**config.mk**
```make
export PLATFORM = sky130hd
export DESIGN_NAME = ssp_top
export DESIGN_NICKNAME = d
export VERILOG_FILES = /design/src/pkg/ssp_pkg.sv /design/src/verilog/ssp_sync.sv /design/src/verilog/ssp_top.sv
export VERILOG_INCLUDE_DIRS = /design/src /design/src/pkg
export SDC_FILE = /design/constraint.sdc
export NUM_CORES = 1
export LEC_CHECK = 0
export ABC_AREA = 0
export BUFFER_PORTS_ARGS = -buffer_cell sky130_fd_sc_hd__buf_2
export CORE_MARGIN = 4
export CORE_UTILIZATION = 30
export CTS_BUF_LIST = sky130_fd_sc_hd__clkbuf_8
export DETAILED_ROUTE_END_ITERATION = 10
export SLEW_MARGIN = 10
export SYNTH_ARGS = -nofsm -noshare
export SYNTH_HDL_FRONTEND = slang
export SYNTH_SLANG_ARGS = --single-unit
```
**constraint.sdc**
```tcl
create_clock -name ref_clk -period 1.9 [get_ports ref_clk]
set_input_delay 0 -clock ref_clk [delete_from_list [all_inputs] [get_ports ref_clk]]
set_output_delay 0 -clock ref_clk [all_outputs]
set_load 0.03 [all_outputs]
```
**src/pkg/ssp_params.svh**
```systemverilog
// Offsets, field positions, reset values for the serial shift port.
// Assumes inclusion by bare name from the design files.
`ifndef SSP_PARAMS_SVH
`define SSP_PARAMS_SVH
// Register indexes as printed; byte address is four times the index
`define SSP_IDX_IRQ_DISABLE 8'hC2
`define SSP_IDX_SHIFT_DATA 8'hDD
`define SSP_IDX_PORT_CTRL 8'hE0
`define SSP_IDX_PORT_STAT 8'hE1
`define SSP_IDX_IRQ_STATUS 8'hE2
`define SSP_IDX_IRQ_MASK 8'hE3
// Port control field positions
`define SSP_CTL_SCL_OUT 0
`define SSP_CTL_SCL_DAT 1
`define SSP_CTL_SOUT_OD 2
`define SSP_CTL_SIN_PULL 3
`define SSP_CTL_SOUT_DAT 4
// Port status field positions
`define SSP_STA_SIN 0
`define SSP_STA_SCL 1
`define SSP_STA_ARMED 2
`define SSP_STA_DONE 3
// Event bit positions
`define SSP_EV_BYTE 0
`define SSP_EV_EDGE 1
// Reset values
`define SSP_CTRL_RST 8'h00
`define SSP_MASK_RST 8'h00
// Bits in one serial byte
`define SSP_BITS 4'h8
`endif

```
**src/pkg/ssp_pkg.sv**
```systemverilog
// Types for the serial shift port.
// Assumes nothing of its surroundings.
package ssp_pkg;
    // Bus answer phase
    typedef enum logic [0:0] {SSP_IDLE, SSP_ACK} ssp_bus_e;
endpackage

```
**src/verilog/ssp_sync.sv**
```systemverilog
// Two-stage synchroniser for a pin level.
// Assumes the pin is asynchronous to ref_clk.
`timescale 1ns/100ps
module ssp_sync
(
    // Clock and reset
    input wire logic ref_clk,
    input wire logic sys_rst,
    // Pin level in, synchronised level out
    input wire logic pin_in,
    output logic pin_sync
);
    logic meta_r; // First stage, read only by the second

    // Two flops in series
    always_ff @(posedge ref_clk)
    begin
        if (sys_rst)
        begin
            meta_r <= 1'b0;
            pin_sync <= 1'b0;
        end
        else
        begin
            meta_r <= pin_in;
            pin_sync <= meta_r;
        end
    end
endmodule

```
**src/verilog/ssp_top.sv**
```systemverilog
// Serial shift port: 8-bit shift register, bit counter, pins, Wishbone.
// Assumes classic Wishbone master on ref_clk; pins are asynchronous.
//
// Behaviour
// - Eight-bit shifter, four-bit counter, falling edges
// - Shift MSB first, in on sin
// - After eight pulses counter blocks further clocking
// - Interrupt on eighth falling edge unless rewritten
// - Interrupt disabled after reset until write
// - Shift register write arms interrupt
// - Any write to disable register disarms
// - Interrupt request is a falling transition
// - Reset or write clears counter, enables clock
// - Master mode: software toggles clock output
// - sin input, sout open-drain for transmit
// - Open-drain sout carries shifter output
// - Sin level readable for collision checks
// - Slave may stretch clock by holding low
// - Software may pull data low for acknowledge
//
// Local design decision: register access over Wishbone.
`timescale 1ns/100ps
`include "ssp_params.svh"
module ssp_top
(
    // Clock and reset
    input wire logic ref_clk,
    input wire logic sys_rst,
    // Wishbone slave
    input wire logic wb_cyc_i,
    input wire logic wb_stb_i,
    input wire logic wb_we_i,
    input wire logic [9:0] wb_adr_i,
    input wire logic [3:0] wb_sel_i,
    input wire logic [31:0] wb_dat_i,
    output logic [31:0] wb_dat_o,
    output logic wb_ack_o,
    // Serial clock pin
    input wire logic scl_i,
    output logic scl_o,
    output logic scl_oe,
    // Serial input pin (open-drain pull for acknowledge)
    input wire logic sin_i,
    output logic sin_o,
    output logic sin_oe,
    // Serial output pin, open drain
    input wire logic sout_i,
    output logic sout_o,
    output logic sout_oe,
    // Falling-edge serial request to the core
    output logic serial_irq_n,
    // Level interrupt from status and mask
    output logic irq
);
    logic scl_s; // Synchronised clock pin
    logic sin_s; // Synchronised data pin
    logic scl_prev_r; // Last clock level for edge finding
    logic [7:0] shift_r; // Data shift register
    logic [3:0] count_r; // Bit counter
    logic armed_r; // Interrupt armed
    logic [7:0] ctrl_r; // Port control
    logic [1:0] stat_r; // Sticky events
    logic [1:0] mask_r; // Event mask
    logic irq_n_r; // Serial request level
    ssp_pkg::ssp_bus_e bus_r; // Bus answer phase
    logic fall; // Enabled falling edge of the clock
    logic count_done_output; // High while counter may still clock
    logic req; // Bus request this cycle
    logic wr; // Write with lowest lane enabled
    logic [7:0] idx; // Register index
    logic wr_data; // Write to shift register
    logic wr_dis; // Write to disable register
    logic byte_done; // Eighth edge this cycle
    logic [1:0] ev; // Event pulses

    // Pin synchronisers
    ssp_sync u_scl
    (
        .ref_clk(ref_clk),
        .sys_rst(sys_rst),
        .pin_in(scl_i),
        .pin_sync(scl_s)
    );
    ssp_sync u_sin
    (
        .ref_clk(ref_clk),
        .sys_rst(sys_rst),
        .pin_in(sin_i),
        .pin_sync(sin_s)
    );

    // Bus decode
    assign req = wb_cyc_i && wb_stb_i && (bus_r == ssp_pkg::SSP_IDLE);
    assign idx = wb_adr_i[9:2];
    assign wr = req && wb_we_i && wb_sel_i[0];
    assign wr_data = wr && (idx == `SSP_IDX_SHIFT_DATA);
    assign wr_dis = wr && (idx == `SSP_IDX_IRQ_DISABLE);

    // Counter top output low once eight pulses are counted
    assign count_done_output = (count_r != `SSP_BITS);
    assign fall = scl_prev_r && !scl_s && count_done_output;
    assign byte_done = fall && (count_r == `SSP_BITS - 4'h1);
    assign ev = {fall, byte_done};

    // Clock edge finder
    always_ff @(posedge ref_clk)
    begin
        if (sys_rst)
            scl_prev_r <= 1'b0;
        else
            scl_prev_r <= scl_s;
    end

    // Shift register
    always_ff @(posedge ref_clk)
    begin
        if (sys_rst)
            shift_r <= 8'h00;
        else if (wr_data)
            shift_r <= wb_dat_i[7:0];
        else if (fall)
            shift_r <= {shift_r[6:0], sin_s};
    end

    // Bit counter
    always_ff @(posedge ref_clk)
    begin
        if (sys_rst)
            count_r <= 4'h0;
        else if (wr_data)
            count_r <= 4'h0;
        else if (fall)
            count_r <= count_r + 4'h1;
    end

    // Arming: write arms, disable write or reset disarms
    always_ff @(posedge ref_clk)
    begin
        if (sys_rst)
            armed_r <= 1'b0;
        else if (wr_data)
            armed_r <= 1'b1;
        else if (wr_dis)
            armed_r <= 1'b0;
    end

    // Serial request: low from eighth edge until rearm or disarm
    always_ff @(posedge ref_clk)
    begin
        if (sys_rst)
            irq_n_r <= 1'b1;
        else if (wr_data || wr_dis)
            irq_n_r <= 1'b1;
        else if (byte_done && armed_r)
            irq_n_r <= 1'b0;
    end
    assign serial_irq_n = irq_n_r;

    // Port control register
    always_ff @(posedge ref_clk)
    begin
        if (sys_rst)
            ctrl_r <= `SSP_CTRL_RST;
        else if (wr && idx == `SSP_IDX_PORT_CTRL)
            ctrl_r <= wb_dat_i[7:0];
    end

    // Sticky status, set wins over write-one clear
    always_ff @(posedge ref_clk)
    begin
        if (sys_rst)
            stat_r <= 2'h0;
        else if (wr && idx == `SSP_IDX_IRQ_STATUS)
            stat_r <= (stat_r & ~wb_dat_i[1:0]) | ev;
        else
            stat_r <= stat_r | ev;
    end

    // Mask register
    always_ff @(posedge ref_clk)
    begin
        if (sys_rst)
            mask_r <= 2'h0;
        else if (wr && idx == `SSP_IDX_IRQ_MASK)
            mask_r <= wb_dat_i[1:0];
    end
    assign irq = |(stat_r & mask_r);

    // Clock pin: output when master, or held low to stretch
    assign scl_o = ctrl_r[`SSP_CTL_SCL_DAT];
    assign scl_oe = ctrl_r[`SSP_CTL_SCL_OUT]
        && !ctrl_r[`SSP_CTL_SCL_DAT];

    // Data in pin stays input unless software pulls it low
    assign sin_o = 1'b0;
    assign sin_oe = ctrl_r[`SSP_CTL_SIN_PULL];

    // Open-drain out: shifter MSB, else port bit when not open drain
    assign sout_o = 1'b0;
    assign sout_oe = ctrl_r[`SSP_CTL_SOUT_OD] ? !shift_r[7]
        : !ctrl_r[`SSP_CTL_SOUT_DAT];

    // Bus answer: one wait, ack for one cycle
    always_ff @(posedge ref_clk)
    begin
        if (sys_rst)
            bus_r <= ssp_pkg::SSP_IDLE;
        else if (req)
            bus_r <= ssp_pkg::SSP_ACK;
        else
            bus_r <= ssp_pkg::SSP_IDLE;
    end
    assign wb_ack_o = (bus_r == ssp_pkg::SSP_ACK);

    // Read data, registered with the request
    always_ff @(posedge ref_clk)
    begin
        if (sys_rst)
            wb_dat_o <= 32'h0000_0000;
        else if (req)
        begin
            case (idx)
                `SSP_IDX_SHIFT_DATA:
                    wb_dat_o <= {24'h000000, shift_r};
                `SSP_IDX_PORT_CTRL:
                    wb_dat_o <= {24'h000000, ctrl_r};
                `SSP_IDX_PORT_STAT:
                    wb_dat_o <= {28'h0000000, !count_done_output,
                        armed_r, scl_s, sin_s};
                `SSP_IDX_IRQ_STATUS:
                    wb_dat_o <= {30'h00000000, stat_r};
                `SSP_IDX_IRQ_MASK:
                    wb_dat_o <= {30'h00000000, mask_r};
                default:
                    wb_dat_o <= 32'h0000_0000;
            endcase
        end
    end
endmodule

```
After elaboration in Yosys (flattened, before gate mapping)
Index checks and enable logic that the tools add are counted.

storage, ports and cells
  register bits = 64
  input bits = 54
  output and inout port bits = 41
  logic and storage cells = 62

cells by class
  add/sub/neg operators = 1
  equal/unequal tests = 8
  multiplexer cells = 8
  bitwise logic cells = 6
  reduce and logical (&&, ||, !) cells = 25

operator list
  operator                                        count
  == test 8 bit (second input constant)           6
  case mux 8 bit (5 select lines)                 1
  2-to-1 mux 8 bit                                2
  logical AND 1 bit                               14
  OR reduction 2 bit                              3
  zero test 1 bit                                 5
  adder 4 x 1 -> 4 bit (second input constant)    1
  AND 2 bit                                       2
  == test 4 x 3 -> 1 bit (second input constant)  1
  2-to-1 mux 1 bit                                4
  inequality test 4 bit (second input constant)   1
  bitwise OR 2 bit                                2
  nonzero test 2 bit                              2
  2-to-1 mux 2 bit                                1
  NOT 2 bit                                       1
  logical OR 1 bit                                1
  NOT 1 bit                                       1

Depth between registers and ports, before layout
Gate-level depths: netlist (run 1).

  depth after elaboration = 7
  mapped depth = 7
  mapped depth without buffers = 6

By module
From an unflattened synthesis (run 1), not the netlist that was laid out.

second synthesis, totals
  cell total of the unflattened synthesis = 247
  area, all modules = 2135.8 µm²

by module, submodules not included
  module    instances  cells each  area each (µm²)  sequential area each (µm²)
  ssp_top   1          239         2030.7           720.7
  ssp_sync  2          4           52.6             40.0

Least setup slack after synthesis (run 1)
Ideal clock, no wire load.

  kind = register -> register
  start = reg bus_r, in the netlist wb_ack_o
  end = reg ctrl_r[1]
  setup time = 0.128 ns
  arrival = 1.343 ns
  required time = 1.772 ns
  slack = 0.429 ns
  cell stages (with the launch flop) = 7
  buffers on the path = 2
  clock period less this slack = 1.471 ns
  cell sequence = dfxtp_1 > and3b_2 > clkbuf_8 > and4_4 > buf_12 > mux2i_1 > nor2_1

on the way
  word-level cells in the longest chain between the ends = 5

RTL lines
  element                          line            source
  start: declaration               ssp_top.sv:65   ssp_pkg::ssp_bus_e bus_r;
  start signal: assignment         ssp_top.sv:207  bus_r <= ssp_pkg::SSP_IDLE;
  start signal: assignment         ssp_top.sv:209  bus_r <= ssp_pkg::SSP_ACK;
  start signal: assignment         ssp_top.sv:211  bus_r <= ssp_pkg::SSP_IDLE;
  NOT 1 bit                        ssp_top.sv:93   assign req = wb_cyc_i && wb_stb_i && (bus_r == ssp_pkg::SSP_IDLE);
  logical AND 1 bit                ssp_top.sv:93
  logical AND 1 bit (2 in series)  ssp_top.sv:95   assign wr = req && wb_we_i && wb_sel_i[0];
  logical AND 1 bit (no line)      n/a
  end signal: assignment           ssp_top.sv:163  ctrl_r <= `SSP_CTRL_RST;
  end signal: assignment           ssp_top.sv:165  ctrl_r <= wb_dat_i[7:0];
  end: declaration                 ssp_top.sv:61   logic [7:0] ctrl_r;

Every way passes these cells.
A chain may end at the register's enable or synchronous reset.

Worst setup path in the final report (run 1)
  start = reg count_r[0]
  end = reg shift_r[0]

on the way
  word-level cells in the longest chain between the ends = 3

RTL lines
  element                          line            source
  start: declaration               ssp_top.sv:59   logic [3:0] count_r;
  start signal: assignment         ssp_top.sv:133  count_r <= count_r + 4'h1;
  inequality test 4 bit (no line)  n/a
  logical AND 1 bit                ssp_top.sv:101  assign fall = scl_prev_r && !scl_s && count_done_output;
  nonzero test 2 bit (no line)     n/a
  end signal: assignment           ssp_top.sv:120  shift_r <= wb_dat_i[7:0];
  end signal: assignment           ssp_top.sv:122  shift_r <= {shift_r[6:0], sin_s};
  end: declaration                 ssp_top.sv:58   logic [7:0] shift_r;

Every way passes these cells.

==> metrics.log, run 1 <==
INFO  metric category_of_the_worst_setup_path_capture_point = flip-flop
INFO  metric initial_utilization = 31.5%
INFO  metric worst_ep_required_time = roughly 2100 ps
INFO  metric yosys_register_bits = 40
INFO  metric cts_post_setup_buffers_inserted = 0
INFO  metric track_usage = 11.6%
INFO  metric ios = 95
INFO  metric synth_compound_gate_area_share = 14.3%
INFO  metric clkTransAtPathRegs = 70 ps
INFO  metric synthMuxAreaShare = 5.53%
INFO  metric post_synthesis_instance_total = about 240
INFO  metric fp.coreArea = between 0.006 and 0.007 sq mm
INFO  metric grt_first_pass_wirelength = roughly 8000 um
INFO  metric port-buffer-count = 38
INFO  metric clk_root_buffer_cell = clkbuf_8
INFO  metric outcome = completed
INFO  metric wl = between 5000 and 6000 um
INFO  metric synth.yosys.seq_area_share = between 30 and 40%
INFO  metric first_global_vias = 1603
INFO  metric number_of_antenna_diodes = 0
INFO  metric hp-class = input pin to flip-flop
INFO  metric postSynth.topFlopCell = dfxtp_1
INFO  metric hold_viol_final = 0
INFO  metric report.final.slew_viol_count = 0
INFO  metric setup_viol_count_final = 0
INFO  metric postSynthAreaPerCell = 8.98 sq um
INFO  metric post_cts_hold_buffer_count = 9
INFO  metric drtPass1Iterations = 4
INFO  metric die_w = just over 90 um
INFO  metric worst-path-max-fanout = 11
INFO  metric worst_hold_slack = 4.91 ps
INFO  metric detail_route.drc_violations = 0
INFO  metric worstPathArrival = 1690 ps
INFO  metric synth_top_family_by_area = simple AND/OR/NAND/NOR gates
INFO  metric cts_max_path_buffers = 2
INFO  metric synthToLayoutAreaGrowth = 15.5%
INFO  metric finish.instance_area = 0.00251 sq mm
INFO  metric antenna_found_initial = 0
INFO  metric yosys.area_share.simple = 25.0%
INFO  metric cts_buf_count = 5
INFO  metric syn_area = ~0.0022 sq mm
INFO  metric adder_cell_share_of_the_synthesized_area = between 1 and 1.5%
INFO  metric power_density = 714 mW/mm^2
INFO  metric grt_start_max_net_pins = 23
INFO  metric power.static_leakage = approximately 1 nW
INFO  metric chipHeight = between 90 and 100 um
INFO  metric finalPower = ~1.8 mW
INFO  metric global_route.overflow_total = 0
INFO  metric max_clock_freq = about 670 MHz
INFO  metric htree_levels = 2
INFO  metric final_layout_size_suffix_gt1_share = a little over a fifth
INFO  metric timing_worst_slew_pin_value = 626 ps
INFO  metric placed_standard_cell_area = between 0.002 and 0.0025 sq mm
INFO  metric synthesis.yosys.warnings = 0
INFO  metric final_antenna_net_count = 0
INFO  metric avgViaCountPerCell = roughly 4.7
INFO  metric synthArstFlopShare = 0%
INFO  metric layout.core_utilization = a little over a third
INFO  metric post-route-period-util = approximately 79%
INFO  metric cts.sink_count = 40
INFO  metric number_of_placement_rows = 30
INFO  metric max-vdd-ir-drop = approximately 0.00027 V
INFO  metric criticalPathCategory = flip-flop to flip-flop
INFO  metric dr.first_iter.drc_count = 81
INFO  metric ctsResizeCount = 0
INFO  metric synth_edf_count = 0
INFO  metric clock-skew-final = 5.23 ps
INFO  metric detailroute.via_count = around 1800
INFO  metric netlist_cell_types = between 40 and 50
INFO  metric dp_hpwl = 3810 um
INFO  metric worst_slew_margin_rel = roughly 58%
INFO  metric avgRoutedWirePerCell = about 13 um
INFO  metric max_cap_violations = 0
INFO  metric final_period_minus_worst_setup_slack = ~1500 ps
INFO  metric cts_tree = yes
INFO  metric worstSkewPairLatency = 290 ps
INFO  metric net_count_reported_at_finish = between 300 and 400
INFO  metric die-area = a little under 0.009 sq mm
INFO  metric worst_setup_path_start_kind = flip-flop
INFO  metric rsz0062_at_grt = no
INFO  metric setup_tns = 0 ps
INFO  metric routabilityCongestion = slightly below 0.8
INFO  metric xor_xnor_share_of_the_synthesized_area = 1.21%
[Yosys cell counts (4+ instances only)]
cell type,n,area [sq um]
inv_1,6,22.5
buf_4,29,218
a21oi_1,9,45.0
clkbuf_1,5,18.8
mux2i_1,12,120
a311oi_1,8,70.1
nor2_1,20,75.1
nand4_1,4,25.0
dfxtp_1,40,801
nor2b_1,7,43.8
o21ai_0,7,35.0
nor3_1,4,20.0
a221o_1,6,60.1
nand3_1,25,125
nand2_1,16,60.1
[worst paths after layout]
| check | from | end | slack (ps) | cells past startpoint |
|---|---|---|---|---|
| setup / recovery | count_r[0]$_SDFFE_PP0P_ | shift_r[0]$_SDFFE_PP0P_ | 410 | 6 |
| hold / removal | wb_dat_i[0] | ctrl_r[0]$_SDFFE_PP0P_ | 5 | 3 |
| setup reg to reg | count_r[0]$_SDFFE_PP0P_ | shift_r[0]$_SDFFE_PP0P_ | 410 | 6 |
| hold reg to reg | u_sin.meta_r$_SDFF_PP0_ | u_sin.pin_sync$_SDFF_PP0_ | 440 | 1 |
[critical path, cell delays in order, from the launching register on]
cell and delay (ps):
dfxtp_1 330, inv_1 90, ha_1 170, nand3b_1 90, nand2_1 350, nand2_1 100, a311oi_1 270
[per-layer routing]
layer / vias up / routed length (um) / track usage (%)
met4: 0 / 25 / 3.66
met2: 57 / 2210 / 17.7
met1: 824 / 2360 / 15.2
met3: 2 / 421 / 4.10
met5: - / 0 / 0
li1: 911 / - / -
[metrics by stage]
step                setup WS [ps]  cells
floorplan                     429    267
finish                        408    382
global placement              352    365
CTS                           392    382
detailed placement            341    365
global route                  241    382
[cell usage in the layout, fill, tap and decap left out, drive strengths merged, types with 3 or more instances in the layout]
cell / n
a21oi: 9
a221o: 6
a311oi: 8
and2: 3
and4b: 3
buf: 43
clkbuf: 7
conb: 26
dfxtp: 40
dlygate4sd3: 9
inv: 6
mux2i: 12
nand2: 16
nand3: 25
nand4: 5
nor2: 20
nor2b: 7
nor3: 4
o21ai: 7
[registers in the layout (all words and copies together) (netlist names), 2 cells and up]
name	cells
count_r	4
wb_dat_o	8
shift_r	8
mask_r	2
stat_r	2
ctrl_r	8
[power by group]
part	total (mW)	internal, mW	switching (mW)
logic	0.187	0.0498	0.137
clock network	0.758	0.463	0.295
registers	0.848	0.845	0.00371
total	1.79	1.36	0.436
[cells by family after synthesis]
logic type | after synthesis
AO/OA/AOI/OAI | 41
XOR/XNOR | 3
adder cells (fa/ha/maj) | 2
buffers and inverters | 47
flip-flops | 40
multiplexers | 12
other | 1
AND/OR/NAND/NOR | 96
[cell type report]
type                       instances  area, sq um
timing repair buffer              52          318
tap                               96          120
sequential                        40          801
fill                             733         4400
inverter                           6         22.5
clock inverter                     1         30.0
clock buffer                       7         96.3
multi-input combinational        180         1120
Note: power is estimated with default switching activity, not from simulation.
==> run 2: changes to the inputs <==
==> constraint.sdc (replaced) <==
create_clock -name ref_clk -period 1.3 [get_ports ref_clk]
set_input_delay 0 -clock ref_clk [delete_from_list [all_inputs] [get_ports ref_clk]]
set_output_delay 0 -clock ref_clk [all_outputs]
set_load 0.03 [all_outputs]
==> metrics.log, run 2 (same netlist as run 1, synthesis figures left out) <==
INFO  metric cts_tree = yes
INFO  metric met1_usage = 17.2%
INFO  metric final_period_minus_worst_setup_slack = about 1400 ps
INFO  metric routabilityCongestion = about 0.83
INFO  metric cts.sink_count = 40
INFO  metric power_density = just under 900 mW/mm^2
INFO  metric track_usage = 12.8%
INFO  metric met3_usage = under 10%
INFO  metric chipHeight = about 93 um
INFO  metric setup_tns = -596 ps
INFO  metric worstSkewPairLatency = between 200 and 300 ps
INFO  metric max_clock_freq = about 730 MHz
INFO  metric max_cap_violations = 0
INFO  metric cts_buf_count = 5
INFO  metric dr.first_iter.drc_count = 60
INFO  metric area_used_by_multi_input_combinational_logic = approximately 0.0012 sq mm
INFO  metric layout.filler_cells = about 730
INFO  metric number_of_antenna_diodes = 0
INFO  metric drtPass1Iterations = 4
INFO  metric avgRoutedWirePerCell = 13.5 um
INFO  metric avgViaCountPerCell = 4.72
INFO  metric initial_utilization = between 30% and 40%
INFO  metric synthToLayoutAreaGrowth = 23.5%
INFO  metric criticalPathCategory = flip-flop to flip-flop
INFO  metric worstPathArrival = about 1600 ps
INFO  metric postLayoutSetupSlackWorst = -72.9 ps
INFO  metric clkTransAtPathRegs = around 70 ps
INFO  metric final_antenna_net_count = 0
INFO  metric power.static_leakage = 1.09 nW
INFO  metric max-vdd-ir-drop = around 0.00037 V
INFO  metric hold_viol_final = 0
INFO  metric detail_route.drc_violations = 0
INFO  metric detailroute.via_count = about 1900
INFO  metric setup_viol_count_final = 20
INFO  metric dp_hpwl = just over 4000 um
INFO  metric worst_hold_slack = 17.7 ps
INFO  metric grt_util_met2 = 19.9%
INFO  metric wl = around 5400 um
INFO  metric clk_root_buffer_cell = clkbuf_8
INFO  metric post-route-period-util = 106%
INFO  metric global_route.overflow_total = 0
INFO  metric grt_first_pass_wirelength = 8850 um
INFO  metric antenna_found_initial = 0
INFO  metric category_of_the_worst_setup_path_capture_point = flip-flop
INFO  metric report.final.slew_viol_count = 0
INFO  metric top_regs = ctrl_r: 8 flops, shift_r: 8 flops, wb_dat_o: 8 flops
INFO  metric rsz0062_at_grt = yes
INFO  metric ios = 95
INFO  metric layout_common_cells = buf_2, dfxtp_1, conb_1
INFO  metric layout.cells.most_common = buf_2
INFO  metric number_of_placement_rows = 30
INFO  metric port-buffer-count = 38
INFO  metric cts_max_path_buffers = 2
INFO  metric grt_start_max_net_pins = 32
INFO  metric net_count_reported_at_finish = around 360
INFO  metric fp.coreArea = between 0.006 and 0.007 sq mm
INFO  metric clock-skew-final = around 5.1 ps
INFO  metric htree_levels = 2
INFO  metric outcome = finished, violations left
INFO  metric seqCellArea = 807 sq um
INFO  metric worst_setup_path_start_kind = flip-flop
INFO  metric final_layout_size_suffix_gt1_share = a little under a third
INFO  metric first_global_vias = about 1800
INFO  metric hp-class = input pin to flip-flop
INFO  metric grt_most_used_layer = met2
INFO  metric worst-path-max-fanout = 3
INFO  metric failed_checks = negative setup slack
INFO  metric worst_ep_required_time = about 1500 ps
INFO  metric die-area = between 0.008 and 0.009 sq mm
INFO  metric die_w = 93.1 um
==> run 2: changes by cell type in the layout (fill, tap and decap cells not counted), sizes merged <==
cell	delta
dlygate4sd3	-1
bufinv	-1
buf	+19
clkbuf	-1
inv	+2
==> run 2: repair_timing <==
action,CTS,global route
pin swaps,2,7
endpoints found under the hold margin,7,1
hold buffers,7,1
resized for setup,4,11
setup endpoints to repair,15,33
setup buffers,2,3
==> run 2: where the power goes <==
part,switching (mW),internal [mW],total (mW)
combinational,0.211,0.102,0.313
clock,0.418,0.417,0.835
sequential,0.00550,1.23,1.24
total,0.634,1.75,2.39
==> run 2: routing by layer <==
layer  routed length (um)  vias to the layer above
met2                 2410                       61
met5                    0                        -
met4                   86                        0
met3                  336                        8
li1                     -                      944
met1                 2570                      876
==> run 2: cell type report <==
class	count	area share, %
repair buffers	70	17.7
multi-input cells	180	43.6
flip-flops and latches	40	30.1
clock buffers	6	3.08
inverters	6	0.839
clock inverters	2	0.280
well taps	96	4.48
==> run 2: worst max-delay path: stages, from the launching register on <==
cell	delay, ps
dfxtp_4	340
buf_4	130
nand3b_1	220
a221o_1	350
o221a_2	240
==> run 2: final timing paths <==
kind | from | endpoint | slack [ps] | depth (start not counted)
hold / removal | wb_dat_i[0] | ctrl_r[0]$_SDFFE_PP0P_ | 20 | 3
hold reg to reg | u_scl.meta_r$_SDFF_PP0_ | u_scl.pin_sync$_SDFF_PP0_ | 440 | 1
setup / recovery | wb_ack_o$_SDFF_PP0_ | wb_dat_o[1]$_SDFFE_PP0N_ | -70 | 4
setup reg to reg | wb_ack_o$_SDFF_PP0_ | wb_dat_o[1]$_SDFFE_PP0N_ | -70 | 4
==> run 2: through the flow <==
stage / area, sq um / instances / power (mW) / utilization (%) / setup slack [ps]
2_1_floorplan: 2300 / 267 / 1.52 / - / -107
3_3_place_gp: 2430 / 379 / 1.54 / 35.2 / -64.9
3_5_place_dp: 2430 / 379 / 1.55 / 35.2 / -65.4
4_1_cts: 2620 / 396 / 2.40 / 38.0 / -57.1
5_1_grt: 2680 / 400 / 2.49 / 38.9 / -129
6_report: 2680 / 400 / 2.39 / 38.9 / -72.9
==> run 3: changes to the inputs <==
--- a/config.mk
+++ b/config.mk
@@ -9,9 +9,9 @@
 export ABC_AREA = 0
 export BUFFER_PORTS_ARGS = -buffer_cell sky130_fd_sc_hd__buf_2
 export CORE_MARGIN = 4
-export CORE_UTILIZATION = 30
-export CTS_BUF_LIST = sky130_fd_sc_hd__clkbuf_8
+export CORE_UTILIZATION = 40
 export DETAILED_ROUTE_END_ITERATION = 10
+export PLACE_DENSITY = 0.69
 export SLEW_MARGIN = 10
 export SYNTH_ARGS = -nofsm -noshare
 export SYNTH_HDL_FRONTEND = slang
==> constraint.sdc (replaced) <==
create_clock -name ref_clk -period 1.62 [get_ports ref_clk]
set_input_delay 0 -clock ref_clk [delete_from_list [all_inputs] [get_ports ref_clk]]
set_output_delay 0 -clock ref_clk [all_outputs]
set_load 0.03 [all_outputs]
==> metrics.log, run 3 (same netlist as run 1, synthesis figures left out) <==
INFO  metric met2_length = 2210 um
INFO  metric antenna_found_initial = 0
INFO  metric wl_met1 = approximately 2300 um
INFO  metric number_of_placement_rows = 26
INFO  metric final_period_minus_worst_setup_slack = between 1000 and 1500 ps
INFO  metric first_global_vias = between 1500 and 2000
INFO  metric avgRoutedWirePerCell = 13.7 um
INFO  metric chipHeight = between 80 and 90 um
INFO  metric critical_path.endpoint = count_r[2]$_SDFFE_PP0P_
INFO  metric hold_viol_final = 0
INFO  metric ios = between 90 and 100
INFO  metric critical_path.reg2reg.endpoint = count_r[2]$_SDFFE_PP0P_
INFO  metric cp_num_buf_inv = 2
INFO  metric worstSkewPairLatency = ~290 ps
INFO  metric dp_hpwl = 3640 um
INFO  metric clk_root_buffer_cell = clkbuf_8
INFO  metric criticalPathCategory = flip-flop to flip-flop
INFO  metric top_regs = ctrl_r: 8 flops, shift_r: 8 flops, wb_dat_o: 8 flops
INFO  metric layout_common_cells = dfxtp_1, buf_2, conb_1
INFO  metric global_route.overflow_total = 0
INFO  metric drtPass1Iterations = 4
INFO  metric dr.first_iter.drc_count = between 90 and 100
INFO  metric final_antenna_net_count = 0
INFO  metric cts_buf_count = 5
INFO  metric holdPathStages = 3
INFO  metric setup_tns = 0 ps
INFO  metric power.static_leakage = 0.998 nW
INFO  metric synthToLayoutAreaGrowth = 13.8%
INFO  metric avgViaCountPerCell = between 5 and 6
INFO  metric clock-skew-final = between 3 and 4 ps
INFO  metric worstPathCellList = inv_1 > ha_1 > nand3b_1 > buf_4 > nand3_1 > xor2_1 > nor3_1
INFO  metric final_layout_size_suffix_gt1_share = 22.6%
INFO  metric htree_levels = 2
INFO  metric seqCellArea = about 800 sq um
INFO  metric grt_first_pass_wirelength = roughly 8000 um
INFO  metric outcome = completed
INFO  metric initial_utilization = a little over two fifths
INFO  metric finish.instance_area = approximately 0.0025 sq mm
INFO  metric fp.coreArea = 0.00517 sq mm
INFO  metric placed_standard_cell_area = 0.00228 sq mm
INFO  metric setup_viol_count_final = 0
INFO  metric detailroute.via_count = roughly 1800
INFO  metric report.final.slew_viol_count = 0
INFO  metric timing.critical_path.depth = 7
INFO  metric rr_startpoint = count_r[0]$_SDFFE_PP0P_
INFO  metric rsz0062_at_grt = no
INFO  metric max_clock_freq = ~700 MHz
INFO  metric worst_setup_path_start_kind = flip-flop
INFO  metric track_usage = 15.3%
INFO  metric grt_start_max_net_pins = 30
INFO  metric die-area = approximately 0.0067 sq mm
INFO  metric number_of_antenna_diodes = 0
INFO  metric r2r_setup_slack = between 150 and 200 ps
INFO  metric clkTransAtPathRegs = 70 ps
INFO  metric reg2regPathDepth = 7
INFO  metric top_signal_layer_used = met4
INFO  metric cts.sink_count = 40
INFO  metric cts_max_path_buffers = 2
INFO  metric cp_slowest_cell = dfxtp_1
INFO  metric max_cap_violations = 0
INFO  metric category_of_the_worst_setup_path_capture_point = flip-flop
INFO  metric worst_ep_required_time = ~1800 ps
INFO  metric wl = approximately 5000 um
INFO  metric routabilityCongestion = ~0.85
INFO  metric max-vdd-ir-drop = between 0.0004 and 0.0005 V
INFO  metric worst-path-max-fanout = 9
INFO  metric layout.cells.most_common = dfxtp_1
INFO  metric port-buffer-count = 38
INFO  metric die_w = about 80 um
INFO  metric hp-class = input pin to flip-flop
INFO  metric detail_route.drc_violations = 0
INFO  metric post-route-period-util = about 90%
INFO  metric net_count_reported_at_finish = ~340
INFO  metric wl_met3 = 361 um
INFO  metric critical-path-max-stage-delay = about 370 ps
INFO  metric cts_tree = yes
INFO  metric worstPathArrival = 1650 ps
INFO  metric area_used_by_multi_input_combinational_logic = roughly 0.0011 sq mm
INFO  metric critical_path.top_delay_family = flip-flops
INFO  metric cts_post_setup_buffers_inserted = 0
INFO  metric setup.worst_path.start = count_r[0]$_SDFFE_PP0P_
INFO  metric power_density = 783 mW/mm^2
INFO  metric layout.filler_cells = about 500
-- run 3: final cells by class --
class                           count  area share [%]
Clock buffer                        7            3.89
Inverter                            6           0.910
Multi-Input combinational cell    180            45.5
Sequential cell                    40            32.4
Tap cell                           70            3.54
Timing Repair Buffer               55            13.8
-- run 3: worst min-delay path: cells and delay by family --
kind          cells  cell delay [ps]
buf+inv           1              120
mux               1               80
simple gates      1               80
-- run 3: per-layer routing --
layer / vias up / GRT usage (%)
met5: - / 0
met4: 0 / 4.98
met3: 5 / 3.40
met2: 61 / 25.1
met1: 867 / 20.0
li1: 908 / -
-- run 3: through the flow --
step	setup WS, ps	power, mW	hold WS [ps]	utilization [%]	instances
final	183	1.94	16.7	47.8	358
after detailed placement	101	1.22	217	44.2	342
after global routing	59.5	2.01	44.5	47.8	358
after floorplan	149	1.22	128	-	267
after global placement	184	1.22	212	44.2	342
after CTS	64.5	1.95	18.7	47.8	358
-- run 3: worst min path at each step --
stage                start                      end  slack [ps]
2_1_floorplan        scl_i  u_scl.meta_r$_SDFF_PP0_         130
3_3_place_gp         scl_i  u_scl.meta_r$_SDFF_PP0_         210
3_5_place_dp         scl_i  u_scl.meta_r$_SDFF_PP0_         220
4_1_cts        wb_dat_i[1]   ctrl_r[1]$_SDFFE_PP0P_          20
5_1_grt            sys_rst   mask_r[0]$_SDFFE_PP0P_          40
6_report       wb_dat_i[1]   ctrl_r[1]$_SDFFE_PP0P_          20
-- run 3: repair_timing --
item	4_1_cts	5_1_grt
endpoints found under the hold margin	9	0
setup endpoints to repair	0	9
hold buffers	9	0
gates resized for setup	0	1
-- run 3: power by group --
group	leakage, nW	switching (mW)	internal, mW
clock network	0.0503	0.339	0.379
registers	0.323	0.00453	0.991
logic	0.624	0.161	0.0615
total	0.998	0.504	1.43
